[config.mk]
export PLATFORM = sky130hd
export DESIGN_NAME = node_cfg_loader
export DESIGN_NICKNAME = d
export VERILOG_FILES = /design/src/rtl/cfg_switch_pkg.sv /design/src/rtl/pin_sync2.sv /design/src/rtl/node_cfg_loader.sv
export SDC_FILE = /design/constraint.sdc
export NUM_CORES = 1
export LEC_CHECK = 0
export ABC_AREA = 1
export BUFFER_PORTS_ARGS = -buffer_cell sky130_fd_sc_hd__buf_2
export CORE_UTILIZATION = 37
export CTS_BUF_LIST = sky130_fd_sc_hd__clkbuf_8
export DETAILED_ROUTE_END_ITERATION = 10
export PLACE_DENSITY = 0.68
export SYNTH_ARGS = -nofsm -noshare
export SYNTH_HDL_FRONTEND = slang
export SYNTH_HIERARCHICAL = 1
export SYNTH_SLANG_ARGS = --single-unit
[constraint.sdc]
create_clock -name sys_clk_i -period 1.3 [get_ports sys_clk_i]
set_input_delay 0.325 -clock sys_clk_i [delete_from_list [all_inputs] [get_ports sys_clk_i]]
set_output_delay 0.325 -clock sys_clk_i [all_outputs]
set_load 0.005 [all_outputs]
[src/rtl/cfg_switch_pkg.sv]
// Purpose: shared constants and carriers for the node configuration loader
// Assumes: switches are active high (on = 1)
// Notes: rate codes carry the decoded divisor for a 16x oversampled uart
package cfg_switch_pkg;
    localparam int unsigned ADDR_W = 6;
    localparam int unsigned RATE_W = 2;
    localparam int unsigned SW_W = 8;
    // switch field positions
    localparam int unsigned ADDR_LSB = 0;
    localparam int unsigned RATE_LSB = 6;
    // decoded rate codes
    localparam logic [1:0] RATE_NVM = 2'h0;
    localparam logic [1:0] RATE_9K6 = 2'h1;
    localparam logic [1:0] RATE_38K4 = 2'h2;
    localparam logic [1:0] RATE_115K2 = 2'h3;
    // bit rates in bits per second, clock in hertz
    localparam int unsigned CLK_HZ = 25000000;
    localparam int unsigned BPS_9K6 = 9600;
    localparam int unsigned BPS_38K4 = 38400;
    localparam int unsigned BPS_115K2 = 115200;
    localparam int unsigned OVERSAMPLE = 16;
    localparam int unsigned DIV_W = 16;
    localparam logic [15:0] DIV_9K6 =
        16'(CLK_HZ / (BPS_9K6 * OVERSAMPLE));
    localparam logic [15:0] DIV_38K4 =
        16'(CLK_HZ / (BPS_38K4 * OVERSAMPLE));
    localparam logic [15:0] DIV_115K2 =
        16'(CLK_HZ / (BPS_115K2 * OVERSAMPLE));
    // reset values
    localparam logic [5:0] ADDR_RST = 6'h00;
    localparam logic [15:0] DIV_RST = 16'h0000;

    typedef enum logic [1:0] {
        ST_RESET = 2'b00,
        ST_SETTLE = 2'b01,
        ST_SAMPLE = 2'b11,
        ST_HOLD = 2'b10
    } load_state_t;

    typedef struct packed {
        logic [5:0] node_addr;
        logic [1:0] rate_code;
        logic [15:0] rate_div;
        logic addr_from_nvm;
        logic rate_from_nvm;
        logic rs485_mode;
    } node_cfg_t;

    typedef struct packed {
        logic chan_a;
        logic chan_b;
        logic index;
    } enc_t;
endpackage

[src/rtl/pin_sync2.sv]
// Purpose: two flip-flop synchroniser for a bundle of pin levels
// Assumes: inputs are slow levels from outside the clock domain
// Notes: first stage is read only by the second stage
`timescale 1ns/100ps
module pin_sync2 #(
    parameter int unsigned WIDTH = 1
) (
    input wire logic sys_clk_i, // system clock
    input wire logic rst_i, // synchronous reset, active high
    input wire logic [WIDTH-1:0] async_i, // raw pin levels
    output logic [WIDTH-1:0] sync_o // synchronised levels
);
    logic [WIDTH-1:0] meta;
    logic [WIDTH-1:0] next_meta;
    logic [WIDTH-1:0] next_sync;

    always_comb begin
        next_meta = async_i;
        next_sync = meta;
        if (rst_i) begin
            next_meta = '0;
            next_sync = '0;
        end
    end

    always_ff @(posedge sys_clk_i) begin
        meta <= next_meta;
        sync_o <= next_sync;
    end
endmodule // pin_sync2

[src/rtl/node_cfg_loader.sv]
// Purpose: captures serial node address and bit rate from eight switches,
//          and mirrors motor encoder channels onto buffered pairs
// Assumes: 25 MHz sys_clk_i, synchronous active-high rst_i
// Notes: settings are latched once after reset and held until next reset
//
// Overview of operation
// - switches one to six form node address
// - switches seven and eight form rate code
// - zero address selects stored non-volatile address
// - zero rate code selects stored bit rate
// - codes one two three give 9.6/38.4/115.2
// - switch settings apply in RS-485 mode only
// - encoder A and B mirrored as differential
// - encoder index mirrored as differential pair
// - grounded select input means RS-485, else RS-232
`timescale 1ns/100ps
module node_cfg_loader
    import cfg_switch_pkg::*;
(
    input wire logic sys_clk_i, // 25 MHz system clock
    input wire logic rst_i, // synchronous reset, active high
    input wire logic [7:0] cfg_switch_i, // switch 1 at bit 0, on = 1
    input wire logic iface_select_i, // low = RS-485, high = RS-232
    input wire logic [5:0] nvm_node_addr_i, // address from nvm
    input wire logic [1:0] nvm_rate_code_i, // rate code from nvm
    input wire logic mot_enc_a_i, // motor encoder channel A
    input wire logic mot_enc_b_i, // motor encoder channel B
    input wire logic mot_enc_index_i, // motor encoder index
    output logic rs485_mode_o, // 1 = serial port runs as RS-485
    output logic cfg_valid_o, // switch settings captured and applied in RS-485 mode
    output logic [5:0] node_addr_o, // effective RS-485 node address
    output logic [1:0] rate_code_o, // effective RS-485 rate code
    output logic [15:0] rate_div_o, // 16x oversample divisor
    output logic addr_from_nvm_o, // address came from nvm
    output logic rate_from_nvm_o, // rate came from nvm
    output logic encoder_chan_a_buffered_pos_o, // channel A true
    output logic encoder_chan_a_buffered_neg_o, // channel A inverted
    output logic encoder_chan_b_buffered_pos_o, // channel B true
    output logic encoder_chan_b_buffered_neg_o, // channel B inverted
    output logic encoder_index_buffered_pos_o, // index true
    output logic encoder_index_buffered_neg_o // index inverted
);

    // ****************************************
    // pin synchronisers
    // ****************************************
    logic [7:0] sw_sync;
    logic sel_sync;
    enc_t enc_sync;

    pin_sync2 #(.WIDTH(12)) u_sync (
        .sys_clk_i(sys_clk_i),
        .rst_i(rst_i),
        .async_i({cfg_switch_i, iface_select_i,
                  mot_enc_a_i, mot_enc_b_i, mot_enc_index_i}),
        .sync_o({sw_sync, sel_sync, enc_sync})
    );

    // ****************************************
    // decode of switch fields
    // ****************************************
    logic [5:0] sw_addr;
    logic [1:0] sw_rate;

    assign sw_addr = sw_sync[ADDR_LSB +: ADDR_W];
    assign sw_rate = sw_sync[RATE_LSB +: RATE_W];

    function automatic logic [15:0] rate_to_div(input logic [1:0] code);
        logic [15:0] div;
        div = DIV_RST;
        case (code)
            RATE_9K6: div = DIV_9K6;
            RATE_38K4: div = DIV_38K4;
            RATE_115K2: div = DIV_115K2;
            default: div = DIV_RST;
        endcase
        return div;
    endfunction

    // ****************************************
    // capture state machine
    // ****************************************
    // the sync pipe needs two edges after reset before the switch levels
    // are real, so ST_SETTLE spends one cycle before ST_SAMPLE captures
    load_state_t state;
    load_state_t next_state;
    node_cfg_t cfg;
    node_cfg_t next_cfg;
    logic valid;
    logic next_valid;
    logic [5:0] eff_addr;
    logic [1:0] eff_rate;
    logic use_nvm_addr;
    logic use_nvm_rate;

    always_comb begin
        use_nvm_addr = (sw_addr == ADDR_RST);
        use_nvm_rate = (sw_rate == RATE_NVM);
        eff_addr = use_nvm_addr ? nvm_node_addr_i : sw_addr;
        eff_rate = use_nvm_rate ? nvm_rate_code_i : sw_rate;
        next_state = state;
        next_cfg = cfg;
        next_valid = valid;
        // port mode follows the select pin continuously
        next_cfg.rs485_mode = ~sel_sync;
        case (state)
            ST_RESET: begin
                next_state = ST_SETTLE;
            end
            ST_SETTLE: begin
                next_state = ST_SAMPLE;
            end
            ST_SAMPLE: begin
                next_state = ST_HOLD;
                next_valid = 1'b1;
                next_cfg.node_addr = eff_addr;
                next_cfg.rate_code = eff_rate;
                next_cfg.rate_div = rate_to_div(eff_rate);
                next_cfg.addr_from_nvm = use_nvm_addr;
                next_cfg.rate_from_nvm = use_nvm_rate;
            end
            ST_HOLD: begin
                next_state = ST_HOLD;
            end
            default: begin
                next_state = ST_RESET;
            end
        endcase
        if (rst_i) begin
            next_state = ST_RESET;
            next_valid = 1'b0;
            next_cfg = '0;
        end
    end

    always_ff @(posedge sys_clk_i) begin
        state <= next_state;
        cfg <= next_cfg;
        valid <= next_valid;
    end

    // ****************************************
    // output registers
    // ****************************************
    // in RS-232 mode the switch-derived fields read zero so the serial core
    // keeps its own RS-232 settings untouched by any switch position
    logic next_mode;
    logic next_gate;
    logic [5:0] next_addr_out;
    logic [1:0] next_code_out;
    logic [15:0] next_div_out;
    logic next_addr_flag;
    logic next_rate_flag;

    always_comb begin
        // mode is held off until the select level has crossed the
        // synchroniser, so a release of reset never flashes RS-485 mode
        next_mode = valid & cfg.rs485_mode;
        next_gate = valid & cfg.rs485_mode;
        next_addr_out = ADDR_RST;
        next_code_out = RATE_NVM;
        next_div_out = DIV_RST;
        next_addr_flag = 1'b0;
        next_rate_flag = 1'b0;
        if (next_gate) begin
            next_addr_out = cfg.node_addr;
            next_code_out = cfg.rate_code;
            next_div_out = cfg.rate_div;
            next_addr_flag = cfg.addr_from_nvm;
            next_rate_flag = cfg.rate_from_nvm;
        end
        if (rst_i) begin
            next_mode = 1'b0;
            next_gate = 1'b0;
            next_addr_out = ADDR_RST;
            next_code_out = RATE_NVM;
            next_div_out = DIV_RST;
            next_addr_flag = 1'b0;
            next_rate_flag = 1'b0;
        end
    end

    always_ff @(posedge sys_clk_i) begin
        rs485_mode_o <= next_mode;
        cfg_valid_o <= next_gate;
        node_addr_o <= next_addr_out;
        rate_code_o <= next_code_out;
        rate_div_o <= next_div_out;
        addr_from_nvm_o <= next_addr_flag;
        rate_from_nvm_o <= next_rate_flag;
    end

    // ****************************************
    // encoder mirrors
    // ****************************************
    // true and inverted copies come from one synchronised level, so the
    // pair stays complementary outside reset, where both read low; the cost is three cycles of pin delay
    logic [2:0] enc_bits;
    logic [2:0] next_pos;
    logic [2:0] next_neg;
    logic [2:0] enc_pos;
    logic [2:0] enc_neg;

    assign enc_bits = enc_sync;

    for (genvar ch = 0; ch < 3; ch++) begin : g_enc
        always_comb begin
            next_pos[ch] = enc_bits[ch];
            next_neg[ch] = ~enc_bits[ch];
            if (rst_i) begin
                next_pos[ch] = 1'b0;
                next_neg[ch] = 1'b0;
            end
        end

        always_ff @(posedge sys_clk_i) begin
            enc_pos[ch] <= next_pos[ch];
            enc_neg[ch] <= next_neg[ch];
        end
    end

    // bit 2 carries channel A, bit 1 channel B, bit 0 the index
    assign encoder_chan_a_buffered_pos_o = enc_pos[2];
    assign encoder_chan_a_buffered_neg_o = enc_neg[2];
    assign encoder_chan_b_buffered_pos_o = enc_pos[1];
    assign encoder_chan_b_buffered_neg_o = enc_neg[1];
    assign encoder_index_buffered_pos_o = enc_pos[0];
    assign encoder_index_buffered_neg_o = enc_neg[0];
endmodule // node_cfg_loader

# ---- Yosys cells after proc, flatten, opt, wreduce, memory -nomap -nowiden
# Cells that the tools add are included.
dict set report op_classes {
  n_eq_ne 6
  muxes 4
  reduce_logical 5
  n_bitwise 6
}
# cell count
set op_table {}
lappend op_table {{8-bit one-hot mux with 3 select lines} 1}
lappend op_table {{2-bit == test, second input constant} 4}
lappend op_table {{6-bit zero test} 1}
lappend op_table {{6-bit two-way mux} 1}
lappend op_table {{2-bit one-hot mux with 3 select lines} 1}
lappend op_table {{1-bit inverter} 5}
lappend op_table {{2-bit by 1-bit == test with 1-bit output, second input constant} 2}
lappend op_table {{2-bit zero test} 2}
lappend op_table {{2-bit OR reduction} 2}
lappend op_table {{2-bit two-way mux} 1}
lappend op_table {{1-bit AND} 1}
dict set report totals {
  register_bits 87
  wordCells 43
}

# ---- Longest topological paths before layout
# Gate-level depths: netlist of the first run.
dict set report depth {
  word_depth 4
  depth_mapped 8
  mapped_depth_nobuf 8
}

# ---- Cells and area by module
# The synthesis of the first run kept the hierarchy.
# module area_each_um2 cells_per_inst n_inst
set by_module_without_submodules {}
lappend by_module_without_submodules {node_cfg_loader 1346.3 159 1}
lappend by_module_without_submodules {pin_sync2 683.2 74 1}

# ---- Least setup slack after synthesis of the first run
# No wires, ideal clock.
dict set report synth_path {
  path_kind {register to register}
  start {register state[1]}
  end {register cfg[23] (netlist name)}
  path_stages_with_launch 6
  t_required_ns 1.166
  path_buffers 2
  period_less_slack_ns 1.006
  setup_slack_ns 0.294
  arrival_ns 0.873
  setup_ns 0.134
  cell_sequence {dfxtp_1 > nand2_1 > buf_6 > buf_6 > o21ai_0 > a21oi_1}
}
dict set report synth_between {
  elab_chain_len 1
}
# item line_no
set synth_lines {}
lappend synth_lines {{start: declaration} node_cfg_loader.sv:85} ;# load_state_t state;
lappend synth_lines {{start signal: assignment} node_cfg_loader.sv:137} ;# state <= next_state;
lappend synth_lines {{2-bit == test} node_cfg_loader.sv:106} ;# case (state)
lappend synth_lines {{end signal: assignment} node_cfg_loader.sv:138} ;# cfg <= next_cfg;
lappend synth_lines {{end: declaration} node_cfg_loader.sv:87} ;# node_cfg_t cfg;
# Every way passes these cells.
# A chain may end at the register's enable or synchronous reset.

# ---- Worst setup path after layout of the first run
dict set report layout_path {
  start {register cfg_valid_o}
  end {output port cfg_valid_o}
}
# item line_no
set layout_rtl {}
lappend layout_rtl {{start: declaration} node_cfg_loader.sv:30} ;# output logic cfg_valid_o,
lappend layout_rtl {{start signal: assignment} node_cfg_loader.sv:185} ;# cfg_valid_o <= next_gate;
# No word-level cell between the ends.

==> reports/metrics.yaml, run 1 <==
gr-total-overflow: 0
clk_path_buf_depth: 2
r2r-end: "cfg[8]"
worstPathRequired_ps: 980
cp-end-kind: "output port"
drcViolationCount: 0
hold_viol: 0
final_antenna_net_count: 0
layout_min_cycle_time_ps: 1080
setup-violations-final: 0
crit_start: "cfg_valid_o"
synth_top_cells_by_area: "dfxtp_1, nor2_1, inv_1"
async_reset_ff_share_pct: 0
min_period_over_period_pct: 83.1
path_class: "reg -> out"
io_buffers: 45
grtUsageTotal_pct: 12.0
synth_cell_types: 19
start_util_pct: 39.0
ctsHoldBuffers: 0
grt_start_max_net_pins: 29
synthTopCellsByCount: "dfxtp_1, nor2_1, inv_1"
finalMaxSlewViolations: 0
dp_hpwl_mm: 2.08
status: "complete, no violations"
clock_sinks: 61
synth_top_cell_area_share_pct: 60.2
synth-main-ff-cell: "dfxtp_1"
nets: 304
wl_per_cell_um: 8.37
cts_root_buf: "clkbuf_8"
drt-initial-drc-count: 102
cp-start-kind: "flop"
fmax_ghz: 0.925
numCtsBuffers: 9
drive_above_1_share_pct: 25.1
reg2reg_slack_ps: 230
ys_ff_latch: 61
place_congestion: 0.801
cp_top_family: "flip-flops"
cts_resized: 0
area_growth_pct: 22.1
min-delay-path-class: "in -> reg"
fin_skew_ps: 4.52
critPathMaxFanout: 2
cp_cell_sequence: "buf_2"
grt_pass1_wl_mm: 5.28
grt_pass1_vias: 1228
core_area_sq_mm: 0.00520
viasPerCell: 3.86
reg2reg_depth: 7
insertion_delay_ps: 330
antenna_found_initial: 0
place_ws_ps: 242
power_density_mw_per_mm2: 1630
cts_setup_buffers: 0
wl_mm: 2.99
cp.depth: 1
core.rowCount: 26
syn-mean-instance-area_sq_um: 8.71
peakVddDrop_v: 0.000540
num_antenna_cells: 0
cp-endpoint: "cfg_valid_o"
cts_tree: "done"
tns_ps: 0
synth_top_area_cell: "dfxtp_1"
die_w_um: 76.1
crit_buf_inv: 1
cap_viol_max_count: 0
drtPass1Iterations: 4
crit_slowest_cell: "dfxtp_1"
yosysMostFrequentCell: "dfxtp_1"
vias: 1378
critPathMaxStageDelay_ps: 320
fillCellCount: 522
die_h_um: 76.1
rsz0062_at_grt: "no"
clkTransAtPathRegs_ps: 60
arrival_ps: 760
seq_area_frac_synth_pct: 60.2
r2r-start: "state[1]"
io_pins: 56
setup_slack_ps: 219
yosys_warnings: 6
synth_edf_count: 0
synth_area_sq_mm: 0.00203
synthCells: 233
dieArea_sq_mm: 0.00579
h-tree-depth: 3
p_leak_uw: 0.00123
## where the power goes
part / switching, uW / internal, uW / total (uW) / leakage (uW)
combinational: 129 / 92.0 / 221 / 0.000609
clock: 667 / 1170 / 1840 / 0.000118
sequential: 25.6 / 1950 / 1970 / 0.000500
total: 822 / 3210 / 4030 / 0.00123
## how the worst min path moves through the flow
stage / slack [ps] / start / cells after the start / endpoint
after global placement: 370 / u_sync/sync_o[3] / 1 / cfg[0]
after floorplan: 370 / u_sync/sync_o[3] / 1 / cfg[0]
final: 200 / cfg_switch_i[6] / 3 / u_sync/meta[10]
after detailed placement: 380 / u_sync/sync_o[3] / 1 / cfg[0]
after global routing: 190 / mot_enc_b_i / 3 / u_sync/meta[1]
after CTS: 170 / mot_enc_a_i / 3 / u_sync/meta[2]
## layout make-up
type	instances	area [sq um]	area share, %
clock inverter	5	75.1	3.03
clock buffer	11	151	6.11
inverter	47	176	7.12
sequential	61	1220	49.3
timing repair buffer	50	263	10.6
tap	70	87.6	3.54
multi-input combinational	113	503	20.3
## stage by stage
step	hold WS, ps	cells	cell area (sq um)	utilization, %	power (uW)
2_1_floorplan	368	242	2060	-	2190
3_3_place_gp	371	341	2250	43.2	2230
3_5_place_dp	377	341	2250	43.2	2240
4_1_cts	174	357	2480	47.6	4090
5_1_grt	186	357	2480	47.6	4220
6_report	197	357	2480	47.6	4030
## worst min-delay path: cells and delay by family
family        cells  cell delay (ps)
buf+inv           2              100
simple gates      1               60
## kinds of logic (layout without fill, tap and decap cells)
logic type / count (synthesis) / after routing / share of synthesized area (%)
compound gates: 21 / 21 / 6.04
buf+inv: 68 / 113 / 16.7
flops: 61 / 61 / 60.2
other cells: 1 / 10 / 0.185
simple gates: 82 / 82 / 16.9
## registers in the layout (all words and copies together) (netlist names), 2 cells and up
name,flops
rate_div_o,3
rate_code_o,2
u_sync/meta,12
node_addr_o,6
state,2
u_sync/sync_o,12
cfg,14
## routing by layer
| layer | global-route usage, % | vias up | share of wire, % |
|---|---|---|---|
| met2 | 17.0 | 55 | 41 |
| li1 | - | 757 | - |
| met1 | 14.4 | 560 | 49 |
| met3 | 4.07 | 6 | 7.2 |
| met4 | 10.4 | 0 | 2.8 |
| met5 | 0 | - | 0 |
## placed cells by master, fill, tap and decap left out, drive strengths merged
cell,Yosys,routed
buf,19,50
clkbuf,2,11
nand2,18,18
inv,47,49
nor2,53,53
a21oi,12,12
conb,1,10
o21ai,6,6
bufinv,0,2
dfxtp,61,61
o21bai,1,1
a211oi,2,2
nand3,10,10
clkinvlp,0,1
or2,1,1
(Power assumes the default switching activity.)
==> inputs of run 2 (changes only) <==
--- a/config.mk
+++ b/config.mk
@@ -5,7 +5,7 @@
 export SDC_FILE = /design/constraint.sdc
 export NUM_CORES = 1
 export LEC_CHECK = 0
-export ABC_AREA = 1
+export ABC_AREA = 0
 export BUFFER_PORTS_ARGS = -buffer_cell sky130_fd_sc_hd__buf_2
 export CORE_UTILIZATION = 37
 export CTS_BUF_LIST = sky130_fd_sc_hd__clkbuf_8
==> constraint.sdc (replaced) <==
create_clock -name sys_clk_i -period 1.1 [get_ports sys_clk_i]
set_input_delay 0.275 -clock sys_clk_i [delete_from_list [all_inputs] [get_ports sys_clk_i]]
set_output_delay 0.275 -clock sys_clk_i [all_outputs]
set_load 0.005 [all_outputs]
==> run 2 against run 1 <==
- area after synthesis shrank 0.43%
- sequential power grew 18%
- register-to-register slack lost 220 ps
- non-clock buffer count grew 2
- global-route usage shrank 0.79 points
- core utilization grew 0.47 points
- critical path depth grew 2
- worst setup slack lost 210 ps
- worst hold slack lost 47 ps
- combinational power grew 19%
- clock power shrank 11%
- cell count shrank 13%
==> reports/metrics.yaml, run 2 <==
dieArea_sq_mm: 0.00576  # -0.42%
synthTopCellsByCount: "dfxtp_1, nand2_1, buf_4, nor2_1"
min-delay-path-class: "in -> reg"
area_growth_pct: 23.0
final_util_pct: 48.1  # +0.47 points
crit_start: "u_sync/sync_o[8]"
start_util_pct: 39.1  # +0.076 points
grt_pass1_wl_mm: 4.73  # -10%
layout_min_cycle_time_ps: 1090
dp_hpwl_mm: 2.10  # +1.3%
core.rowCount: 26  # unchanged
crit_slowest_cell: "nor4_4"
p_leak_uw: 0.00110  # -11%
grt_pass1_vias: 1088  # -11%
peakVddDrop_v: 0.000576  # +6.6%
cp_cell_sequence: "nor4_4 -> nand3_1 -> a31oi_1"
tns_ps: 0  # unchanged
die_w_um: 75.9  # -0.21%
place_congestion: 0.758  # -5.3%
drt-met1-wl_mm: 1.26  # -13%
reg2reg_slack_ps: 10  # -220 ps
arrival_ps: 1340  # +580 ps
fin_area_sq_mm: 0.00249  # +0.35%
die_h_um: 75.9  # -0.21%
critPathMaxFanout: 6  # +4
insertion_delay_ps: 330  # about the same
synth_top_area_cell: "dfxtp_1"
viasPerCell: 4.14  # +7.1%
status: "complete, no violations"
dr.max_layer_used: "met4"
grtUsageTotal_pct: 11.2  # -0.79 points
synth_edf_count: 0  # unchanged
hold_viol: 0  # unchanged
cp-endpoint: "cfg[24]"
synth_cell_types: 26  # +7
vias: 1286  # -6.7%
io_buffers: 45  # unchanged
final_antenna_net_count: 0  # unchanged
yosys_warnings: 6  # unchanged
reg2reg_depth: 3  # -4
clk_path_buf_depth: 2  # unchanged
top_regs: "cfg x14, u_sync/meta x12, u_sync/sync_o x12"
seq_area_frac_synth_pct: 60.4  # +0.26 points
final_cell_mix: "dfxtp_1, buf_2, nand2_1, nor2_1, nor2b_2"
ys_ff_latch: 61  # unchanged
num_antenna_cells: 0  # unchanged
wl_per_cell_um: 9.52  # +14%
cp-end-kind: "flop"
hold_ws_ps: 150  # -47.2 ps
setup-violations-final: 0  # unchanged
drive_above_1_share_pct: 36.5  # +11 points
synth_top_cell_area_share_pct: 60.4  # +0.26 points
yosysMostFrequentCell: "dfxtp_1"
clkTransAtPathRegs_ps: 60  # about the same
path_class: "reg -> reg"
async_reset_ff_share_pct: 0  # unchanged
wl_met3_um: 212  # -0.93%
drtPass1Iterations: 4  # unchanged
antenna_found_initial: 0  # unchanged
fmax_ghz: 0.921
layout_commonest_cell: "dfxtp_1"
h-tree-depth: 3  # unchanged
worstPathRequired_ps: 1360  # +380 ps
cts_tree: "done"
synth-main-ff-cell: "dfxtp_1"
place_area_sq_mm: 0.00229  # +1.8%
cts_root_buf: "clkbuf_8"
finalMaxSlewViolations: 0  # unchanged
grt_start_max_net_pins: 27  # -6.9%
numCtsBuffers: 9  # unchanged
wl_mm: 2.96  # -0.90%
cap_viol_max_count: 0  # unchanged
power_density_mw_per_mm2: 1700  # +4.7%
min_period_over_period_pct: 98.7
cp-start-kind: "flop"
r2r-end: "cfg[24]"
critPathMaxStageDelay_ps: 400  # +80 ps
drt-initial-drc-count: 76  # -25%
fin_skew_ps: 4.05  # -0.466 ps
largest_register: "cfg"
io_pins: 56  # unchanged
clock_sinks: 61  # unchanged
core_area_sq_mm: 0.00517  # -0.62%
r2r-start: "u_sync/sync_o[8]"
gr-total-overflow: 0  # unchanged
synth_top_cells_by_area: "dfxtp_1, nor2b_2, buf_4"
syn-mean-instance-area_sq_um: 10.8  # +24%
nets: 260  # -14%
ctsHoldBuffers: 0  # unchanged
p_total_uw: 4230  # +5.1%
wl_met2_mm: 1.40  # +13%
synth_area_sq_mm: 0.00202  # -0.43%
drcViolationCount: 0  # unchanged
synthCells: 187  # -20%
largest_reg_flops: 14  # unchanged
rsz0062_at_grt: "yes"
-- run 2: cell types whose count changed in the layout (fill, tap and decap cells not counted), sizes merged, moves of 6 or more --
cell	change
a21oi	-8
a31oi	+6
nor2b	+23
o21ai	-6
nor2	-38
and2	+14
inv	-46
-- run 2: worst max-delay path: cells and delay by family, from the launching register on --
family	cells	cell delay (ps)
AOI/OAI and AO/OA	1	170
and+or+nand+nor	2	520
DFF	1	330
-- run 2: worst min path at each step --
| stage | start | to | depth (start not counted) |
|---|---|---|---|
| global placement | u_sync/sync_o[3] | cfg[0] | 1 |
| global route | cfg_switch_i[4] | u_sync/meta[8] | 2 |
| finish | mot_enc_index_i | u_sync/meta[0] | 2 |
| detailed placement | u_sync/sync_o[3] | cfg[0] | 1 |
| CTS | mot_enc_index_i | u_sync/meta[0] | 2 |
| floorplan | rst_i | encoder_chan_a_buffered_pos_o | 1 |
-- run 2: stage by stage --
| step | worst slack, ps | std cells |
|---|---|---|
| after detailed placement | -14.6 | 296 |
| after floorplan | 86.5 | 196 |
| after CTS | -2.08 | 310 |
| final | 13.9 | 311 |
| after global placement | 33.8 | 296 |
| after global routing | -77.0 | 311 |
-- run 2: metal layers --
| layer | GRT usage (%) | up-vias |
|---|---|---|
| met2 | 17.1 | 44 |
| li1 | - | 685 |
| met4 | 9.81 | 0 |
| met5 | 0 | - |
| met1 | 11.6 | 548 |
| met3 | 5.18 | 9 |
-- run 2: cells by family (layout without fill, tap and decap cells) --
family	after synthesis	count (layout)	synth area share, %
buf+inv	23	68	8.24
other cells	1	10	0.186
flops	61	61	60.4
simple gates	84	84	24.6
compound gates	18	18	6.50
-- run 2: cell type report --
cell class                      instances  area, sq um
Sequential cell                        61         1230
Fill cell                             503         2690
Clock buffer                           11          151
Multi-Input combinational cell        112          684
Inverter                                2         7.51
Tap cell                               70         87.6
Timing Repair Buffer                   52          315
Clock inverter                          3         13.8
-- run 2: report_power, final --
| part | switching (uW) | total (uW) | internal (uW) |
|---|---|---|---|
| Combinational | 125 | 263 | 138 |
| Clock | 744 | 1640 | 897 |
| Sequential | 35.2 | 2330 | 2300 |
-- run 2: repair_timing --
item                                    CTS  global route
endpoints found under the setup margin    5            11
resized for setup                         1             6
pin swaps                                 6             2
setup buffers                             0             1
==> inputs of run 3 (changes only) <==
--- a/config.mk
+++ b/config.mk
@@ -10,7 +10,6 @@
 export CORE_UTILIZATION = 37
 export CTS_BUF_LIST = sky130_fd_sc_hd__clkbuf_8
 export DETAILED_ROUTE_END_ITERATION = 10
-export PLACE_DENSITY = 0.68
 export SYNTH_ARGS = -nofsm -noshare
 export SYNTH_HDL_FRONTEND = slang
 export SYNTH_HIERARCHICAL = 1
==> run 3 against run 2 <==
- largest cell class unchanged
- critical path type unchanged
- clock power is 11% higher
- the run now ends with setup timing left
- sequential share of layout area is 0.35 points lower
- worst setup slack worse by 30 ps
==> reports/metrics.yaml, run 3 (same netlist as run 2, synthesis figures left out) <==
fin_skew_ps: 6.65  # +2.60 ps
final_cell_mix: "dfxtp_1, buf_2, nand2_1, nor2_1, nor2b_2"
area_growth_pct: 23.7
clkTransAtPathRegs_ps: 60  # about the same
min-delay-path-class: "in -> reg"
clock_sinks: 61  # unchanged
largest_register: "cfg"
largest_reg_flops: 14  # unchanged
critPathMaxFanout: 5  # -1
antenna_found_initial: 0  # unchanged
top_regs: "cfg x14, u_sync/meta x12, u_sync/sync_o x12"
viasPerCell: 4.05  # -2.1%
fillCellCount: 513  # +2.0%
wl_mm: 3.05  # +2.9%
core.rowCount: 26  # unchanged
cp-end-kind: "flop"
wl_per_cell_um: 9.73  # +2.2%
final_antenna_net_count: 0  # unchanged
fin_area_sq_mm: 0.00250  # +0.50%
place_congestion: 0.790  # +4.2%
peakVddDrop_v: 0.000961  # +67%
hold_viol: 0  # unchanged
num_antenna_cells: 0  # unchanged
io_pins: 56  # unchanged
grtUsageTotal_pct: 11.9  # +0.70 points
p_leak_uw: 0.00109  # -0.22%
gr-total-overflow: 0  # unchanged
dieArea_sq_mm: 0.00576  # unchanged
rsz0062_at_grt: "yes"
core_area_sq_mm: 0.00517  # unchanged
drt-initial-drc-count: 65  # -14%
place_area_sq_mm: 0.00228  # -0.55%
hold_ws_ps: 145  # -5.38 ps
h-tree-depth: 3  # unchanged
io_buffers: 45  # unchanged
start_util_pct: 39.1  # unchanged
ctsHoldBuffers: 0  # unchanged
clk_path_buf_depth: 2  # unchanged
status: "finished, violations left"
die_h_um: 75.9  # unchanged
dp.cells: 296  # unchanged
dp_hpwl_mm: 1.93  # -8.4%
multiInputGateArea_sq_um: 688  # +0.55%
die_w_um: 75.9  # unchanged
grt_pass1_vias: 1192  # +9.6%
nets: 261  # +0.38%
cts_tree: "done"
insertion_delay_ps: 330  # about the same
fin_cells: 313  # +0.64%
grt_start_max_net_pins: 37  # +37%
layout_commonest_cell: "dfxtp_1"
violations: "setup timing"
arrival_ps: 1380  # +40 ps
p_total_uw: 4410  # +4.2%
path_class: "reg -> reg"
worstPathRequired_ps: 1360  # about the same
grt_pass1_wl_mm: 5.12  # +8.2%
fmax_ghz: 0.896  # -2.7%
power_density_mw_per_mm2: 1770  # +3.7%
vias: 1267  # -1.5%
cap_viol_max_count: 0  # unchanged
drive_above_1_share_pct: 36.6  # +0.11 points
finalMaxSlewViolations: 0  # unchanged
drtPass1Iterations: 4  # unchanged
setup_slack_ps: -16.3  # -30.2 ps
min_period_over_period_pct: 101  # +2.7 points
drcViolationCount: 0  # unchanged
layout_min_cycle_time_ps: 1120  # +30.2 ps
cts_root_buf: "clkbuf_8"
cp-start-kind: "flop"
setup-violations-final: 3  # +3
regArea_sq_mm: 0.00122  # -0.20%
numCtsBuffers: 9  # unchanged
==> run 3: report_power, final <==
part	leakage [uW]	total [uW]	switching [uW]	internal, uW
Clock	0.0000937	1820	805	1010
Sequential	0.000501	2330	36.1	2290
Combinational	0.000499	267	127	141
Total	0.00109	4410	968	3450
==> run 3: per-stage QoR <==
| stage | util, % | worst slack, ps | setup TNS (ps) |
|---|---|---|---|
| after global placement | 44.0 | 32.8 | 0 |
| after detailed placement | 44.0 | 15.9 | 0 |
| after floorplan | - | 86.5 | 0 |
| after global routing | 48.3 | -86.7 | -285 |
| final | 48.3 | -16.3 | -27.6 |
| after CTS | 47.7 | -5.90 | -7.35 |
==> run 3: worst paths after layout <==
| kind | start | endpoint | slack, ps | cells after the start |
|---|---|---|---|---|
| hold / removal | cfg_switch_i[7] | u_sync/meta[11] | 140 | 2 |
| setup / recovery | u_sync/sync_o[4] | cfg[23] | -20 | 4 |
| setup reg to reg | u_sync/sync_o[4] | cfg[23] | -20 | 4 |
| hold reg to reg | u_sync/sync_o[3] | cfg[0] | 380 | 1 |
==> run 3: worst max-delay path, stage by stage (launching register included) <==
cell	delay (ps)
dfxtp_2	340
nor4_4	290
buf_4	180
nand3_1	90
a31oi_1	150
==> run 3: layout make-up <==
type,count,area share (%)
Inverter,2,0.300
Sequential cell,61,49.0
Tap cell,70,3.51
Clock buffer,9,4.96
Timing Repair Buffer,53,12.4
Multi-Input combinational cell,112,27.5
Clock inverter,6,2.30
==> run 3: repair_timing <==
item	CTS	global route
setup buffers	1	1
pin swaps	1	4
endpoints found under the setup margin	1	11
resized for setup	2	5
==> run 3: layer usage <==
layer	up-vias	track usage, %	wire (um)
met4	0	11.0	120
met3	8	3.61	136
li1	686	-	-
met2	40	18.6	1360
met5	-	0	0
met1	533	12.8	1430
